--- src/verilog/irs_pkg.sv ---
`default_nettype none
package irs_pkg;
    // Slave address: upper four bits fixed, low three from the select pins
    localparam logic [6:0] ADDR_BASE = 7'h48;
    localparam logic [6:0] ADDR_SYNC = 7'h77;
    // Register pointer values
    localparam logic [4:0] REG_STATUS_LO = 5'h00;
    localparam logic [4:0] REG_STATUS_HI = 5'h01;
    localparam logic [4:0] REG_CTRL_A = 5'h06;
    localparam logic [4:0] REG_CTRL_B = 5'h07;
    localparam logic [4:0] REG_CTRL_C = 5'h08;
    localparam logic [4:0] REG_PWM_HI = 5'h09;
    localparam logic [4:0] REG_RESULT_FIRST = 5'h0a;
    localparam logic [4:0] REG_LAST = 5'h1d;
    localparam int NUM_REGS = 30;
    localparam logic [3:0] NUM_RESULTS = 4'ha;
    localparam logic [7:0] REG_RESET = 8'h00;
    // Field positions
    localparam int BIT_VCC_FRESH = 0;
    localparam int BIT_TINT_FRESH = 1;
    localparam int BIT_BUSY = 2;
    localparam int CH_EN_LSB = 3;
    localparam int BIT_FRESH_MSB = 7;
    localparam int BIT_KELVIN = 2;
    localparam int BIT_REPEAT = 4;
    localparam int BIT_DIODE_LO = 1;
    localparam int BIT_DIODE_HI = 5;
    localparam int PAIR_TINT = 8;
    localparam int PAIR_VCC = 9;
    localparam logic [3:0] BITS_PER_BYTE = 4'h8;
    typedef enum {
        ST_IDLE,
        ST_ADDR,
        ST_ADDR_ACK,
        ST_CMD,
        ST_CMD_ACK,
        ST_WDATA,
        ST_WDATA_ACK,
        ST_RDATA,
        ST_RACK
    } irs_state_e;
endpackage
`default_nettype wire

--- src/verilog/irs_slave.sv ---
// Contract
// - Command byte acknowledged; its low five bits load the pointer.
// - Repeated start with read bit; device acks, sends pointed byte.
// - Master ends a read with a stop condition.
// - Pointer advances by one after each returned data byte.
// - Master acknowledge makes the device send the next register.
// - Pointer after 1Dh wraps to the status register 00h.
// - Control registers hold zero after power-on: single-ended voltage.
// - No diode currents or terminations are enabled at power-up.
// - Single-shot and repeated measurement modes selectable by control.
// - Temperature scale Celsius or Kelvin set by a control bit.
// - Channel enables pick selected or all measurements.
// - New result data sets that result's fresh flag.
// - Reading a result byte clears its fresh flag in both places.
// - Busy is high while a single-shot conversion runs.
// - Busy stays high in repeated mode after the first trigger.
// - Slave address is one of eight, set by three select pins.
// - Shared sync address accepted for writes only.
// - Result updates are held off during a serial read.
// - Writes acknowledged, stored only at 01h and 06h-09h; next byte to the next register.
`timescale 1ns/100ps
`default_nettype none
module irs_slave
    import irs_pkg::*;
(
    // Clock and reset
    input wire logic core_clk_in,
    input wire logic rstn_in,
    // Serial bus pins
    input wire logic scl_in,
    input wire logic sda_in,
    output logic sda_out,
    output logic sda_oe_out,
    // Address select pins
    input wire logic addr_select_pin_0_in,
    input wire logic addr_select_pin_1_in,
    input wire logic addr_select_pin_2_in,
    // Conversion sequencer
    input wire logic conv_valid_in,
    input wire logic [3:0] conv_index_in,
    input wire logic [7:0] conv_msb_in,
    input wire logic [7:0] conv_lsb_in,
    input wire logic conv_done_in,
    output logic conv_hold_out,
    output logic trigger_out,
    // Configuration and status
    output logic busy_out,
    output logic repeat_mode_out,
    output logic kelvin_out,
    output logic [4:0] chan_enable_out,
    output logic [3:0] diode_drive_out
);
    irs_state_e state;
    logic [3:0] cnt;
    logic [7:0] sh;
    logic [4:0] ptr;
    logic rw;
    logic ack_seen;
    logic scl_d;
    logic sda_d;
    logic [4:0] pins;
    logic [9:0] fresh;
    logic [7:0] regs [0:NUM_REGS-1];

    function automatic logic [4:0] next_ptr(input logic [4:0] p);
        next_ptr = (p == REG_LAST) ? REG_STATUS_LO : 5'(p + 5'h01);
    endfunction

    function automatic logic is_result(input logic [4:0] p);
        is_result = (p >= REG_RESULT_FIRST) && (p <= REG_LAST);
    endfunction

    function automatic logic [3:0] pair_of(input logic [4:0] p);
        logic [4:0] d;
        d = 5'(p - REG_RESULT_FIRST);
        pair_of = d[4:1];
    endfunction

    function automatic logic is_writable(input logic [4:0] p);
        is_writable = (p == REG_STATUS_HI) ||
            ((p >= REG_CTRL_A) && (p <= REG_PWM_HI));
    endfunction

    irs_pin_sync u_sync (
        .core_clk_in(core_clk_in),
        .rstn_in(rstn_in),
        .pins_in({addr_select_pin_2_in, addr_select_pin_1_in,
            addr_select_pin_0_in, sda_in, scl_in}),
        .pins_out(pins)
    );

    wire scl_s = pins[0];
    wire sda_s = pins[1];
    wire scl_rise = scl_s & ~scl_d;
    wire scl_fall = ~scl_s & scl_d;
    wire start_det = scl_s & scl_d & sda_d & ~sda_s;
    wire stop_det = scl_s & scl_d & ~sda_d & sda_s;
    wire byte_done = scl_fall && (cnt == BITS_PER_BYTE);
    wire [6:0] own_addr = {ADDR_BASE[6:3], pins[4:2]};
    wire addr_hit = (sh[7:1] == own_addr) ||
        ((sh[7:1] == ADDR_SYNC) && !sh[0]);
    wire [3:0] res_idx = pair_of(ptr);
    wire [7:0] hi_status = {regs[REG_STATUS_HI][7:3], busy_out,
        fresh[PAIR_TINT], fresh[PAIR_VCC]};
    wire [7:0] rd_byte = (ptr == REG_STATUS_LO) ? fresh[7:0] :
        (ptr == REG_STATUS_HI) ? hi_status :
        (is_result(ptr) && !ptr[0]) ?
            {fresh[res_idx], regs[ptr][6:0]} :
        (ptr <= REG_LAST) ? regs[ptr] : REG_RESET;
    wire tx_load = scl_fall && (((state == ST_ADDR_ACK) && rw) ||
        ((state == ST_RACK) && ack_seen));
    wire wr_strobe = (state == ST_WDATA) && byte_done;
    // Sequencer writes ignored while a read holds it off
    wire conv_take = conv_valid_in && !conv_hold_out &&
        (conv_index_in < NUM_RESULTS);
    wire [4:0] res_addr = 5'(REG_RESULT_FIRST + {conv_index_in, 1'b0});
    wire [9:0] clr_mask = (tx_load && is_result(ptr)) ?
        10'(10'h001 << res_idx) : 10'h000;
    wire [9:0] set_mask = conv_take ? 10'(10'h001 << conv_index_in) : 10'h000;
    // Set wins over a clear in the same cycle
    wire [9:0] next_fresh = (fresh & ~clr_mask) | set_mask;
    wire trig_now = wr_strobe && (ptr == REG_STATUS_HI);

    assign repeat_mode_out = regs[REG_CTRL_C][BIT_REPEAT];
    assign kelvin_out = regs[REG_CTRL_C][BIT_KELVIN];
    assign chan_enable_out = regs[REG_STATUS_HI][7:CH_EN_LSB];
    assign diode_drive_out = {regs[REG_CTRL_B][BIT_DIODE_HI],
        regs[REG_CTRL_B][BIT_DIODE_LO], regs[REG_CTRL_A][BIT_DIODE_HI],
        regs[REG_CTRL_A][BIT_DIODE_LO]};

    always_ff @(posedge core_clk_in)
    begin
        if (!rstn_in)
        begin
            scl_d <= 1'b1;
            sda_d <= 1'b1;
            sda_out <= 1'b0;
        end
        else
        begin
            scl_d <= scl_s;
            sda_d <= sda_s;
            sda_out <= 1'b0;
        end
    end

    always_ff @(posedge core_clk_in)
    begin
        if (!rstn_in)
        begin
            state <= ST_IDLE;
            cnt <= 4'h0;
            sh <= 8'h00;
            ptr <= REG_STATUS_LO;
            rw <= 1'b0;
            ack_seen <= 1'b0;
            sda_oe_out <= 1'b0;
            conv_hold_out <= 1'b0;
        end
        // Start or repeated start begins address phase
        else if (start_det)
        begin
            state <= ST_ADDR;
            cnt <= 4'h0;
            sda_oe_out <= 1'b0;
            conv_hold_out <= 1'b0;
        end
        else if (stop_det)
        begin
            state <= ST_IDLE;
            sda_oe_out <= 1'b0;
            conv_hold_out <= 1'b0;
        end
        else
        begin
            case (state)
                ST_ADDR, ST_CMD, ST_WDATA:
                begin
                    if (scl_rise)
                    begin
                        sh <= {sh[6:0], sda_s};
                        cnt <= 4'(cnt + 4'h1);
                    end
                    else if (byte_done)
                    begin
                        sda_oe_out <= 1'b1;
                        if (state == ST_ADDR)
                        begin
                            rw <= sh[0];
                            // Foreign reads must not stall the sequencer
                            conv_hold_out <= sh[0] & addr_hit;
                            state <= addr_hit ? ST_ADDR_ACK : ST_IDLE;
                            sda_oe_out <= addr_hit;
                        end
                        else if (state == ST_CMD)
                        begin
                            ptr <= sh[4:0];
                            state <= ST_CMD_ACK;
                        end
                        else
                        begin
                            ptr <= next_ptr(ptr);
                            state <= ST_WDATA_ACK;
                        end
                    end
                end
                ST_ADDR_ACK:
                begin
                    if (scl_fall)
                    begin
                        cnt <= 4'h0;
                        sh <= rd_byte;
                        sda_oe_out <= rw & ~rd_byte[7];
                        state <= rw ? ST_RDATA : ST_CMD;
                    end
                end
                ST_CMD_ACK, ST_WDATA_ACK:
                begin
                    if (scl_fall)
                    begin
                        cnt <= 4'h0;
                        sda_oe_out <= 1'b0;
                        state <= ST_WDATA;
                    end
                end
                ST_RDATA:
                begin
                    if (scl_rise)
                        cnt <= 4'(cnt + 4'h1);
                    else if (scl_fall && (cnt == BITS_PER_BYTE))
                    begin
                        ptr <= next_ptr(ptr);
                        sda_oe_out <= 1'b0;
                        state <= ST_RACK;
                    end
                    else if (scl_fall)
                    begin
                        sh <= {sh[6:0], 1'b0};
                        sda_oe_out <= ~sh[6];
                    end
                end
                ST_RACK:
                begin
                    if (scl_rise)
                        ack_seen <= ~sda_s;
                    else if (scl_fall && ack_seen)
                    begin
                        cnt <= 4'h0;
                        sh <= rd_byte;
                        sda_oe_out <= ~rd_byte[7];
                        state <= ST_RDATA;
                    end
                    else if (scl_fall)
                    begin
                        state <= ST_IDLE;
                        conv_hold_out <= 1'b0;
                    end
                end
                default:
                    cnt <= 4'h0;
            endcase
        end
    end

    always_ff @(posedge core_clk_in)
    begin
        if (!rstn_in)
        begin
            for (int i = 0; i < NUM_REGS; i++)
                regs[i] <= REG_RESET;
            fresh <= 10'h000;
            busy_out <= 1'b0;
            trigger_out <= 1'b0;
        end
        else
        begin
            fresh <= next_fresh;
            trigger_out <= trig_now;
            if (wr_strobe && is_writable(ptr))
                regs[ptr] <= (ptr == REG_STATUS_HI) ? {sh[7:3], 3'h0} : sh;
            if (conv_take)
            begin
                regs[res_addr] <= {1'b0, conv_msb_in[6:0]};
                regs[5'(res_addr + 5'h01)] <= conv_lsb_in;
            end
            // Busy from trigger to end of single shot
            if (trig_now)
                busy_out <= 1'b1;
            else if (conv_done_in && !repeat_mode_out)
                busy_out <= 1'b0;
        end
    end

    ptr_load_a: assert property (@(posedge core_clk_in)
        disable iff (!rstn_in)
        (state == ST_CMD && byte_done && !start_det && !stop_det)
        |=> ptr == $past(sh[4:0]))
        else $error("pointer not loaded from command");

    ptr_wrap_a: assert property (@(posedge core_clk_in)
        disable iff (!rstn_in)
        (state == ST_RDATA && byte_done && ptr == REG_LAST &&
        !start_det && !stop_det) |=> ptr == REG_STATUS_LO)
        else $error("pointer did not wrap");

    ptr_step_a: assert property (@(posedge core_clk_in)
        disable iff (!rstn_in)
        (state == ST_RDATA && byte_done && ptr < REG_LAST &&
        !start_det && !stop_det) |=> ptr == 5'($past(ptr) + 5'h01))
        else $error("pointer did not advance");

    fresh_set_a: assert property (@(posedge core_clk_in)
        disable iff (!rstn_in)
        conv_take |=> fresh[$past(conv_index_in)])
        else $error("fresh flag not set");

    fresh_clr_a: assert property (@(posedge core_clk_in)
        disable iff (!rstn_in)
        (tx_load && is_result(ptr) && !conv_valid_in)
        |=> !fresh[$past(res_idx)])
        else $error("fresh flag not cleared");

    hold_off_a: assert property (@(posedge core_clk_in)
        disable iff (!rstn_in)
        conv_hold_out |=> (fresh & ~$past(fresh)) == 10'h000)
        else $error("result updated during read");

    busy_rise_a: assert property (@(posedge core_clk_in)
        disable iff (!rstn_in)
        trig_now |=> busy_out && trigger_out)
        else $error("busy not raised on trigger");

    busy_repeat_a: assert property (@(posedge core_clk_in)
        disable iff (!rstn_in)
        busy_out && repeat_mode_out |=> busy_out)
        else $error("busy dropped in repeated mode");

    reset_idle_a: assert property (@(posedge core_clk_in)
        !rstn_in |=> diode_drive_out == 4'h0 && !repeat_mode_out &&
        !kelvin_out && chan_enable_out == 5'h00)
        else $error("control not zero after reset");

    nack_release_a: assert property (@(posedge core_clk_in)
        disable iff (!rstn_in)
        (state == ST_RACK && scl_fall && !ack_seen && !start_det &&
        !stop_det) |=> state == ST_IDLE && !sda_oe_out [*2])
        else $error("device kept driving after not-acknowledge");
endmodule
`default_nettype wire

--- src/verilog/irs_pin_sync.sv ---
`timescale 1ns/100ps
`default_nettype none
module irs_pin_sync
    import irs_pkg::*;
(
    // Clock and reset
    input wire logic core_clk_in,
    input wire logic rstn_in,
    // Raw pins and their synchronised copies
    input wire logic [4:0] pins_in,
    output logic [4:0] pins_out
);
    logic [4:0] stage1;

    // Idle bus reads high, so reset to ones avoids a false start
    always_ff @(posedge core_clk_in)
    begin
        if (!rstn_in)
        begin
            stage1 <= 5'h1f;
            pins_out <= 5'h1f;
        end
        else
        begin
            stage1 <= pins_in;
            pins_out <= stage1;
        end
    end
endmodule
`default_nettype wire

--- config.mk ---
export PLATFORM = sky130hd
export DESIGN_NAME = irs_slave
export DESIGN_NICKNAME = d
export VERILOG_FILES = /design/src/verilog/irs_pkg.sv /design/src/verilog/irs_slave.sv /design/src/verilog/irs_pin_sync.sv
export SDC_FILE = /design/constraint.sdc
export NUM_CORES = 1
export LEC_CHECK = 0
export BUFFER_PORTS_ARGS = -buffer_cell sky130_fd_sc_hd__buf_4
export CORE_MARGIN = 5
export CORE_UTILIZATION = 40
export DETAILED_ROUTE_END_ITERATION = 6
export GPL_ROUTABILITY_DRIVEN = 0
export PLACE_DENSITY = 0.56
export SYNTH_ARGS = -nofsm -noshare
export SYNTH_HDL_FRONTEND = slang
export SYNTH_SLANG_ARGS = --single-unit
--- constraint.sdc ---
create_clock -name core_clk_in -period 3.42 [get_ports core_clk_in]
set_clock_uncertainty 0.2 [all_clocks]
set_input_delay 0.171 -clock core_clk_in [delete_from_list [all_inputs] [get_ports core_clk_in]]
set_output_delay 0.171 -clock core_clk_in [all_outputs]
set_load 0.02 [all_outputs]
==> metrics.txt <==
PortBufs 42; ANT cells 0; HPWL Detailed 34.31 mm; kind of critical path in2reg; first-iteration detailed-routing DRC count 1077; Most used DFF post-synth edfxtp_1; Synth Warn # 0; clock sinks 310; die footprint 44590 sq um; Synth top area share 44.52%; Hold Vio Cnt, Final 0; P&R area growth vs syn 14.26%; area of the core 39910 sq um; Yosys cell types 81; worst-path maximum fanout 15; clk_lat worst skew 530 ps; CP max stage delay 540 ps; Slew headroom 38.86%; Arr. time, crit path 2910 ps; Synth Area in Compound Gates 12.25%; fmax 339.1 MHz; startpoint types input pin; slowest cell on the critical path dlygate4sd3_1; Mapped Cells 1368; post-synthesis sequential area ratio 53.18%; GRT Overall Usage 22.18%; Post-Syn Area 16190 sq um; Hold Crit Class in2reg; top post-synthesis cells by count 240 x edfxtp_1, 138 x nand2_1, 119 x and2_1; final setup vio count 0; ys async rst share 0%; Synth Net Count 1414; H-tree levels 2; vias per cell 5.907; fin crit period 2949 ps; main combinational cell family by area after synthesis simple AND/OR/NAND/NOR gates; Worst Path Required 3380 ps; cell taking the most area after synthesis edfxtp_1; nets 1469; Critical Path End Type register; maximum VDD drop 299.9 uV; DIE HEIGHT 211.2 um; initial antenna violation count 1; Crit. Startpoint conv_index_in[0]; clk root buf clkbuf_16; via count 11.66k; syn avg cell area 11.83 sq um; CTS max path bufs 3; DRT Pass-1 Iters 5; simple-gate share of the synthesized area 16.45%; first-pass GRT wire length 74.48 mm; Clock transition at path regs 60 ps; CTS tree built; Hold Startpoint conv_lsb_in[3]; Synth Area in XOR/XNOR 0.5410%; remaining global-route overflow 0; layout cells sized above 1 18.02%; filler cell count 3595; worst path cell trace dlygate4sd3_1 -> buf_4 -> ha_1 -> ha_1 -> nand2b_1 -> or3_1 -> nand3_1; largest net degree at the start of global routing 37; Starting Density 40.56%; total CTS buffers 35; mux cell area share after synthesis 11.56%; unrepaired setup endpoints after global routing no; Pwr Density 458.7 nW/um^2; remaining antenna violation count 0; most used cell, CP ha_1; MaxCap Viol Count 0; io pins 45; final slew viol count 0; Post-Route WL 49.71 mm; Tot Pwr 8.484 mW; die width 211.2 um; ranking of synthesized cells by area edfxtp_1 45%, dfxtp_1 8.7%, mux4_2 7.2%, and2_1 4.6%, nand2_1 3.2%; Cell Rows 73; vias in the first global route 11.65k; wire length per cell 25.19 um; adder-cell share of the synthesized area 1.314%; setup TNS 0 ps; Residual DRC 0; Worst Max-Slew Pin Slew 910.9 ps; leakage power 6.065 nW; Final Cycle Share 86.22%; Post-synth EDFFs 240; FF+latch count, synth 310; count leader, synth edfxtp_1; status complete, no violations
## per-stage QoR
| step | cells | hold WS (ps) | worst slack, ps | area [sq um] | util (%) |
|---|---|---|---|---|---|
| global route | 1973 | 26.75 | 312.7 | 18500 | 46.34 |
| global placement | 1878 | 154.4 | 539.5 | 17060 | 42.73 |
| CTS | 1973 | 3.053 | 491.5 | 18500 | 46.34 |
| floorplan | 1368 | 72.47 | 560.3 | 16190 | - |
| detailed placement | 1878 | 160.0 | 505.6 | 17060 | 42.73 |
| finish | 1973 | 22.57 | 471.4 | 18500 | 46.34 |
## cell type report
class	count	area (sq um)	share of cell area (%)
Clock buffer	44	952.2	5.148
Sequential cell	310	8616	46.58
Clock inverter	18	157.7	0.8523
Multi-Input combinational cell	904	6823	36.89
Inverter	32	120.1	0.6494
Timing Repair Buffer	140	1171	6.332
Tap cell	525	656.9	3.551
## cell usage in the layout (no fill, tap or decap), types with 6 or more instances in the layout
cell,count
nand2b_1,28
a22o_1,27
edfxtp_1,240
nand2_1,138
nor2_1,65
mux4_1,11
mux2i_1,23
dfxtp_1,68
clkinv_2,9
dlygate4sd3_1,33
ha_1,17
o211ai_1,11
o21ai_0,78
nand4_1,12
nand3_1,46
nand3b_1,8
xnor2_1,6
a221o_1,8
mux2_2,16
clkinv_1,7
mux4_2,52
a22oi_1,10
clkbuf_1,7
inv_1,31
and2_1,119
nor3_1,9
nor2b_1,11
o22ai_1,7
a21oi_1,34
buf_4,104
or3_1,6
a32o_1,13
o31ai_1,39
o221ai_1,13
clkbuf_16,37
## flip-flops by register name, summed over array words and instances, names as in the netlist, 4 cells and up, named ones only
register         count
ptr                  5
state                4
regs               256
u_sync.stage1        5
fresh               10
sh                   8
u_sync.pins_out      5
cnt                  4
## path summary, 6_finish.rpt
check | end | slack (ps) | depth (start not counted)
hold / removal | regs[11][3]$_DFFE_PP_ | 20 | 3
setup / recovery | regs[11][2]$_DFFE_PP_ | 470 | 7
hold reg to reg | u_sync.pins_out[0]$_SDFF_PN1_ | 210 | 1
setup reg to reg | sh[6]$_SDFFE_PN0P_ | 490 | 5
## where the power goes
| part | leakage [nW] | internal, mW | switching, mW |
|---|---|---|---|
| logic | 2.69 | 0.174 | 0.316 |
| registers | 2.82 | 4.21 | 0.0641 |
| clock network | 0.551 | 2.19 | 1.52 |
## timing repair
action	CTS	global route
hold endpoints to repair	226	0
buffers inserted	0	0
resized for setup	0	0
hold buffers	33	0
## logic make-up after synthesis
kind of cell | Yosys count
compound gates | 282
xor+xnor | 10
fa+ha+maj | 17
buf+inv | 154
flops | 310
mux | 102
other cells | 1
simple gates | 492
## layer usage
| metal | GRT usage [%] | part of all wire (%) |
|---|---|---|
| met1 | 29.76 | 42 |
| met2 | 36.16 | 47 |
| met3 | 3.951 | 6.7 |
| met4 | 8.317 | 4.1 |
| met5 | 0 | 0.026 |
## critical path, delay by kind of cell
family,cells,cell delay [ps]
buffers and inverters,2,750
adder cells (fa/ha/maj),2,710
AND/OR/NAND/NOR,3,1270
No activity file was read; power rests on OpenSTA's default activity.
